$ cat config.mk
export PLATFORM = sky130hd
export DESIGN_NAME = pdcs_regs
export DESIGN_NICKNAME = d
export VERILOG_FILES = /design/src/pdcs_regs.v
export VERILOG_INCLUDE_DIRS = /design/src /design/src/src
export SDC_FILE = /design/constraint.sdc
export NUM_CORES = 1
export LEC_CHECK = 0
export BUFFER_PORTS_ARGS = -buffer_cell sky130_fd_sc_hd__buf_2
export CORE_MARGIN = 1
export CORE_UTILIZATION = 35
export CTS_BUF_LIST = sky130_fd_sc_hd__clkbuf_8
export CTS_CLUSTER_SIZE = 40
export DETAILED_ROUTE_END_ITERATION = 8
export GPL_TIMING_DRIVEN = 0
export SLEW_MARGIN = 20
export SYNTH_ARGS = -nofsm -noshare
export SYNTH_HDL_FRONTEND = slang
export SYNTH_SLANG_ARGS = --single-unit
$ cat constraint.sdc
create_clock -name clock_in -period 2 [get_ports clock_in]
set_input_delay 0.3 -clock clock_in [delete_from_list [all_inputs] [get_ports clock_in]]
set_output_delay 0.3 -clock clock_in [all_outputs]
set_load 0.02 [all_outputs]
$ cat src/pdcs_consts.vh
// Constants for the device control / status register bank.
// Assumes inclusion by the bank module only; plain Verilog-2005.
`ifndef PDCS_CONSTS_VH
`define PDCS_CONSTS_VH

// ==========================================================
// Register byte addresses
`define PDCS_OFS_DEVICE_CONTROL 12'h048
`define PDCS_OFS_DEVICE_STATUS  12'h04a
`define PDCS_ADDR_CTLSTS        12'h048
`define PDCS_ADDR_IRQ_STATUS    12'h100
`define PDCS_ADDR_IRQ_MASK      12'h104

// ==========================================================
// Control fields
`define PDCS_CTL_REPORT_LSB     0
`define PDCS_CTL_RELAXED_BIT    4
`define PDCS_CTL_MPS_LSB        5
`define PDCS_CTL_WIDE_TAG_BIT   8
`define PDCS_CTL_PHANTOM_BIT    9
`define PDCS_CTL_AUX_PWR_BIT    10
`define PDCS_CTL_NO_SNOOP_BIT   11
`define PDCS_CTL_RRS_LSB        12

// ==========================================================
// Status fields
`define PDCS_STS_ERR_LSB        0
`define PDCS_STS_AUX_BIT        4
`define PDCS_STS_PENDING_BIT    5

// ==========================================================
// Codes and reset values
`define PDCS_MPS_256            3'h1
`define PDCS_PAYLOAD_128        12'h080
`define PDCS_PAYLOAD_256        12'h100
`define PDCS_TAG_MAX_NARROW     8'h1f
`define PDCS_TAG_MAX_WIDE       8'hff
`define PDCS_RESET_4            4'h0
`define PDCS_RESET_3            3'h0

`endif

$ cat src/pdcs_regs.v
// Device control and device status register bank with APB slave.
// Assumes error detect pulses and aux power level from other clock
// domains or pins; all are synchronised here before use.
`timescale 1ns/1ns
`include "pdcs_consts.vh"

module pdcs_regs (
	// Clock and resets
	input  wire        clock_in,
	input  wire        nrst_in,
	input  wire        aux_por_n_in,
	// APB slave
	input  wire        psel_in,
	input  wire        penable_in,
	input  wire        pwrite_in,
	input  wire [11:0] paddr_in,
	input  wire [31:0] pwdata_in,
	output reg  [31:0] prdata_out,
	output reg         pready_out,
	output reg         pslverr_out,
	// Error detect pulses, aux power level and sequential tag debug mode
	input  wire [3:0]  err_detect_in,
	input  wire        aux_power_in,
	input  wire        sequential_tag_debug_in,
	// Report requests, steering outputs and interrupt
	output reg  [3:0]  report_req_out,
	output reg  [11:0] max_payload_bytes_out,
	output reg  [7:0]  tag_max_out,
	output reg         relaxed_order_attr_out,
	output reg         no_snoop_attr_out,
	output reg         irq_out
);

	// ==========================================================
	// Input synchronisers
	reg  [3:0]  err_s1_r;
	reg  [3:0]  err_s2_r;
	reg  [3:0]  err_s3_r;
	reg         aux_s1_r;
	reg         aux_s2_r;
	reg         dbg_s1_r;
	reg         dbg_s2_r;
	wire [3:0]  err_event;

	always @(posedge clock_in or negedge nrst_in) begin
		if (!nrst_in) begin
			err_s1_r <= `PDCS_RESET_4;
			err_s2_r <= `PDCS_RESET_4;
			err_s3_r <= `PDCS_RESET_4;
			aux_s1_r <= 1'b0;
			aux_s2_r <= 1'b0;
			dbg_s1_r <= 1'b0;
			dbg_s2_r <= 1'b0;
		end else begin
			err_s1_r <= err_detect_in;
			err_s2_r <= err_s1_r;
			err_s3_r <= err_s2_r;
			aux_s1_r <= aux_power_in;
			aux_s2_r <= aux_s1_r;
			dbg_s1_r <= sequential_tag_debug_in;
			dbg_s2_r <= dbg_s1_r;
		end
	end

	// Rising edge only; a held level counts as one event
	assign err_event = err_s2_r & ~err_s3_r;

	// ==========================================================
	// APB decode
	wire        acc    = psel_in & penable_in;
	// Writes land only at the edge where ready is sampled high
	wire        wr     = acc & pwrite_in & pready_out;
	wire        hit_cs = (paddr_in == `PDCS_ADDR_CTLSTS);
	wire        hit_is = (paddr_in == `PDCS_ADDR_IRQ_STATUS);
	wire        hit_im = (paddr_in == `PDCS_ADDR_IRQ_MASK);
	wire        mapped = hit_cs | hit_is | hit_im;

	// ==========================================================
	// Control register
	reg  [3:0]  report_en_r;
	reg  [2:0]  mps_r;
	reg         wide_tag_r;
	reg         aux_en_r;
	reg  [3:0]  err_seen_r;
	reg  [3:0]  irq_sts_r;
	reg  [3:0]  irq_mask_r;

	always @(posedge clock_in or negedge nrst_in) begin
		if (!nrst_in) begin
			report_en_r <= `PDCS_RESET_4;
			mps_r       <= `PDCS_RESET_3;
			wide_tag_r  <= 1'b0;
		end else if (wr && hit_cs) begin
			report_en_r <= pwdata_in[`PDCS_CTL_REPORT_LSB +: 4];
			mps_r       <= pwdata_in[`PDCS_CTL_MPS_LSB +: 3];
			wide_tag_r  <= pwdata_in[`PDCS_CTL_WIDE_TAG_BIT];
		end
	end

	// Sticky: only aux power-on reset clears it, not core resets
	always @(posedge clock_in or negedge aux_por_n_in) begin
		if (!aux_por_n_in) begin
			aux_en_r <= 1'b0;
		end else if (wr && hit_cs) begin
			aux_en_r <= pwdata_in[`PDCS_CTL_AUX_PWR_BIT];
		end
	end

	// ==========================================================
	// Status flags: set wins over write-one clear
	wire [3:0]  sts_clr  = (wr && hit_cs) ? pwdata_in[16 +: 4] : 4'h0;
	wire [3:0]  irq_clr  = (wr && hit_is) ? pwdata_in[3:0] : 4'h0;

	always @(posedge clock_in or negedge nrst_in) begin
		if (!nrst_in) begin
			err_seen_r <= `PDCS_RESET_4;
			irq_sts_r  <= `PDCS_RESET_4;
			irq_mask_r <= `PDCS_RESET_4;
		end else begin
			err_seen_r <= (err_seen_r & ~sts_clr) | err_event;
			irq_sts_r  <= (irq_sts_r & ~irq_clr) | err_event;
			if (wr && hit_im) begin
				irq_mask_r <= pwdata_in[3:0];
			end
		end
	end

	// ==========================================================
	// Read data assembly
	wire [15:0] ctl_word = {1'b0, 3'h0, 1'b0, aux_en_r, 1'b0, wide_tag_r, mps_r, 1'b0, report_en_r};
	wire [15:0] sts_word = {10'h000, 1'b0, aux_s2_r, err_seen_r};
	reg  [31:0] rdata;

	always @* begin
		rdata = 32'h00000000;
		if (hit_cs) begin
			rdata = {sts_word, ctl_word};
		end else if (hit_is) begin
			rdata = {28'h0000000, irq_sts_r};
		end else if (hit_im) begin
			rdata = {28'h0000000, irq_mask_r};
		end
	end

	// ==========================================================
	// Outputs, all registered
	always @(posedge clock_in or negedge nrst_in) begin
		if (!nrst_in) begin
			prdata_out             <= 32'h00000000;
			pready_out             <= 1'b0;
			pslverr_out            <= 1'b0;
			report_req_out         <= `PDCS_RESET_4;
			max_payload_bytes_out  <= `PDCS_PAYLOAD_128;
			tag_max_out            <= `PDCS_TAG_MAX_NARROW;
			relaxed_order_attr_out <= 1'b0;
			no_snoop_attr_out      <= 1'b0;
			irq_out                <= 1'b0;
		end else begin
			// One wait state: ready rises in second access cycle
			pready_out     <= acc & ~pready_out;
			pslverr_out    <= acc & ~pready_out & ~mapped;
			prdata_out     <= (acc & ~pready_out & ~pwrite_in) ? rdata : 32'h00000000;
			report_req_out <= err_event & report_en_r;
			if (mps_r == `PDCS_MPS_256) begin
				max_payload_bytes_out <= `PDCS_PAYLOAD_256;
			end else begin
				max_payload_bytes_out <= `PDCS_PAYLOAD_128;
			end
			// Tag range only matters in sequential tag debug mode
			if (dbg_s2_r && wide_tag_r) begin
				tag_max_out <= `PDCS_TAG_MAX_WIDE;
			end else begin
				tag_max_out <= `PDCS_TAG_MAX_NARROW;
			end
			relaxed_order_attr_out <= 1'b0;
			no_snoop_attr_out      <= 1'b0;
			irq_out                <= |(irq_sts_r & irq_mask_r);
		end
	end

endmodule

# Yosys cells after proc, flatten, opt, wreduce, memory -nomap -nowiden
# Index checks and enable logic that the tools add are counted.
# classes
n_bitwise,21
magnitude_cmp,0
eq_ne,4
muxes,8
div_mod_pow,0
reduce_logical,5
shifts,0
n_mul,0
add_sub_neg,0
# op_table
operator,n
$mux 32,1
$eq 12x9->1 const B,2
$mux 21,1
$and 4x4->4,5
$mux 4,4
$eq 12x7->1 const B,1
$not 4->4,3
$mux 9,1
$mux 8,1
$or 4x4->4,2
$and 1x1->1,6
$logic_and 1x1->1,4
$reduce_or 4->1,1
$eq 3x1->1 const B,1
$not 1->1,3
$or 1x1->1,2
# totals
ramBits,0
ff_bits,93
inputBits,56
latch_bits,0
mem_count,0
out_inout_bits,61
rom_bits,0

# Logic depth before layout (Yosys ltp)
# depth
depth_word,8
mapped_depth,6
depth_no_buf,4

# Worst setup path after synthesis
# Ideal clock, no wire load.
# synth_timing
path_kind,in2reg
start,input port paddr_in[0]
end,register prdata_out[0]
slack_ns,0.162
setup_ns,0.078
arrival_time_ns,1.760
path_stages,4
cell_sequence,or4_4 -> or2_4 -> or4_4 -> o2bb2ai_1
# synth_between
elab_chain_cells,5
word_cells_on_any_way,7
# synth_rtl
element,line,text
from (decl),pdcs_regs.v:16,"input wire [11:0] paddr_in,"
$eq 12x9->1 (no line),-,
$mux 4,pdcs_regs.v:140,end else if (hit_im) begin
$mux 4,pdcs_regs.v:138,end else if (hit_is) begin
$mux 21 *,pdcs_regs.v:136,if (hit_cs) begin
$mux 32 *,pdcs_regs.v:162,prdata_out <= (acc & ~pready_out & ~pwrite_in) ? rdata : 32'h00000000;
to (signal assigned),pdcs_regs.v:162,
to (decl),pdcs_regs.v:18,"output reg [31:0] prdata_out,"
# Mark *: on every way between the ends. The rest lies on a longest branch, timed or not.
# A chain may end at the register's enable or synchronous reset.

# Worst setup path in the final report
# layout_timing
start,input port paddr_in[0]
end,register report_en_r[2]
# layout_between
elab_chain_cells,2
# layout_rtl
element,line,text
$eq 12x7->1 (no line),-,
$logic_and 1x1->1,pdcs_regs.v:93,end else if (wr && hit_cs) begin
to (signal assigned),pdcs_regs.v:90,report_en_r <= `PDCS_RESET_4;
to (signal assigned),pdcs_regs.v:94,report_en_r <= pwdata_in[`PDCS_CTL_REPORT_LSB +: 4];
to (decl),pdcs_regs.v:80,reg [3:0] report_en_r;
# No other way between the ends.

==> results.md <==
* Starting Density at a little over a third
* Clock root cell: clkbuf_8
* Crit-path max FO at 10
* Via count at ~1600
* Fill count at around 650
* Post-DP HPWL at around 3100 µm
* Switching Share at a little under a quarter
* Initial drt markers at 59
* Reg clk slew, reported paths at approximately 0.060 ns
* Crit end category: flip-flop
* Final setup vio count at 0
* Vias in the first global route at between 1000 and 1500
* Post-synthesis register bit count at 61
* Yosys warnings at 0
* Fmax at about 0.54 GHz
* Critical path class: in -> reg
* Status: completed
* Num rows at 30
* Share of cells above drive strength 1 at 46.4%
* Comb pwr share at 8.2%
* Placer Congestion at 0.712
* Global route overflow at 0
* Post-Syn Instances at approximately 180
* Worst Path Required at between 2 and 2.5 ns
* Skew-Pair Late Insertion Delay at ~0.33 ns
* Clock Skews at between 0.01 and 0.015 ns
* NetSw at between 500 and 600 µW
* Post-DR vias/cell at ~4
* Largest net degree at the start of global routing at ~60
* Core Box Area at a little under 7000 µm²
* Die H at 86.1 µm
* Port bufs at 61
* Netlist cell types at 30
* Fin crit share at roughly 90%
* First-pass GRT wire length at 6470 µm
* Tmin final at 1.85 ns
* Worst Tran Pin Value at roughly 0.76 ns
* DIE WIDTH at 86.1 µm
* Worst vdd ir at between 0.3 and 0.4 mV
* Leakage at approximately 1.7 nW
* Hold crit path type: in -> async
* Hold Violations, Final at 0
* CTS tree: built
* RR Startpoint: pready_out
* Sequential area share after synthesis at approximately three fifths
* Die area at 7410 µm²
* Area share of the largest cell type after synthesis at between 60% and 70%
* Worst EP arrival at 2.06 ns
* Cell taking the most area after synthesis: dfrtp_1
* CTS Buffer Depth at 2
* Wirelength per Cell at approximately 11 µm
* Number of H-tree levels at 3
* Critical Path Start: paddr_in[0]
* Worst setup path endpoint: report_en_r[2]
* Top post-synthesis cells by area: dfrtp_1 61%, buf_4 11%, mux2_2 5.9%
* Commonest non-fill, non-tap cell in the layout: buf_2
* Internal Dissipation at between 1.5 and 2 mW
* Synth-to-Final Area Change at 30.9%
* Nets@finish at 344
* IO Pins at 117
* Crit Reg-Reg Endpoint: report_en_r[2]
* Diodes inserted at 0
* Gr usage total at 12.0%
* Avg Inst Size Synth at 13.6 µm²
* Total negative setup slack at 0 ns
* Syn Std Cell Area at roughly 2500 µm²
* Drt total wl at roughly 4400 µm
* Post-route ant nets at 0
* R2r setup slk at 0.33 ns
* Slew Viols, Final at 0
* Clock network fraction of total power at a little over two fifths
* TritonCTS buffer count at 9
* Path depth of the worst reg2reg path at 4
* Startpoint types: primary input
* Seq pwr share at ~50%
* Initial antenna violation count at 0
* Slew Limit Headroom at 49.5%
* Sinks on Clock Net at 61
* Drt first pass iters at 4
* Most frequent cells in the layout: 61 x buf_2, 60 x dfrtp_1, 38 x buf_4, 35 x conb_1, 15 x and2_1
* Finished Layout Cells at between 300 and 400
* Pwr dens at about 790 nW/µm²
* Dpl cells at about 370
* RSZ-0062 raised after global routing: no
* Drc violations at 0
* Maxcap violations at 0
-- Yosys cell counts --
library cell	count
a22oi_1	2
nor2b_1	4
nor4_4	1
conb_1	2
mux2_2	13
and4bb_1	1
nor2_1	3
buf_4	37
a21oi_1	1
inv_1	2
dfrtp_1	60
nand3_4	1
nand2_1	3
or2_4	1
o2bb2ai_1	4
nand3_1	1
dfstp_2	1
mux2i_1	4
nand4b_1	4
nand3b_1	1
nand3_2	1
clkbuf_1	1
or4_4	2
buf_2	1
a21o_1	8
nor3_2	1
nor3_4	1
and2_1	15
nand4_1	5
and3_1	1
-- state kept, by name, indices dropped and copies added (netlist names), 2 cells and up --
name and flops:
err_s1_r 4, err_s2_r 4, err_s3_r 4, err_seen_r 4, irq_mask_r 4, irq_sts_r 4
max_payload_bytes_out 2, mps_r 3, prdata_out 14, report_en_r 4, report_req_out 4
-- worst min path at each step --
stage	startpoint	end	slack, ns	depth (start not counted)
2_1_floorplan	aux_por_n_in	aux_en_r	0.004	0
3_3_place_gp	aux_por_n_in	aux_en_r	0.08	1
3_5_place_dp	aux_por_n_in	aux_en_r	0.08	1
4_1_cts	err_detect_in[0]	err_s1_r[0]	0.05	1
5_1_grt	err_detect_in[0]	err_s1_r[0]	0.05	1
6_report	nrst_in	prdata_out[6]	0.04	1
-- timing repair --
item                       in CTS  in global routing
hold endpoints to repair        1                  0
resized for setup               0                  0
hold buffers                    1                  0
buffers inserted                0                  0
setup endpoints to repair       0                  0
-- logic make-up after synthesis --
group | after synthesis | synth area share (%)
flops | 61 | 61.7
buf+inv | 41 | 11.9
simple gates | 46 | 13.9
mux | 17 | 7.53
compound gates | 15 | 4.65
other cells | 2 | 0.303
-- per-stage QoR --
stage               utilization, %  setup WS (ns)  cell area, µm²  total power, mW  hold WS [ns]
finish                        47.4          0.152            3240             2.55        0.0380
global route                  47.4         0.0763            3240             2.67        0.0507
CTS                           47.4          0.150            3240             2.59        0.0542
detailed placement            44.3         -0.202            3030             1.49        0.0783
global placement              44.3         -0.189            3030             1.49        0.0752
floorplan                        -          0.162            2600             1.42       0.00441
-- layout make-up --
class	instances	area (µm²)	share of cell area, %
multi-input cells	113	778	24.0
inverters	2	7.51	0.232
well taps	96	120	3.71
clock inverters	5	51.3	1.58
plain buffers	39	287	8.84
clock buffers	11	151	4.67
repair buffers	62	318	9.81
flip-flops and latches	61	1530	47.1
-- power groups by stage --
stage | Clock [mW] | Sequential [mW] | Combinational [mW]
floorplan | 0 | 1.28 | 0.133
global route | 1.19 | 1.26 | 0.230
detailed placement | 0 | 1.28 | 0.209
CTS | 1.12 | 1.26 | 0.211
finish | 1.08 | 1.26 | 0.210
global placement | 0 | 1.28 | 0.207
-- routing by layer --
metal / up-vias / track usage (%) / share of wire, %
li1: 760 / - / -
met2: 71 / 18.8 / 44
met4: 0 / 5.45 / 1.2
met3: 7 / 4.81 / 8.6
met5: - / 0 / 0
met1: 734 / 14.6 / 46
-- critical path: stages --
cell and delay (ns):
buf_2 0.10, or4_4 0.55, nor3_4 0.48, nand3_4 0.29, mux2_2 0.34
No activity file was read; power rests on OpenSTA's default activity.
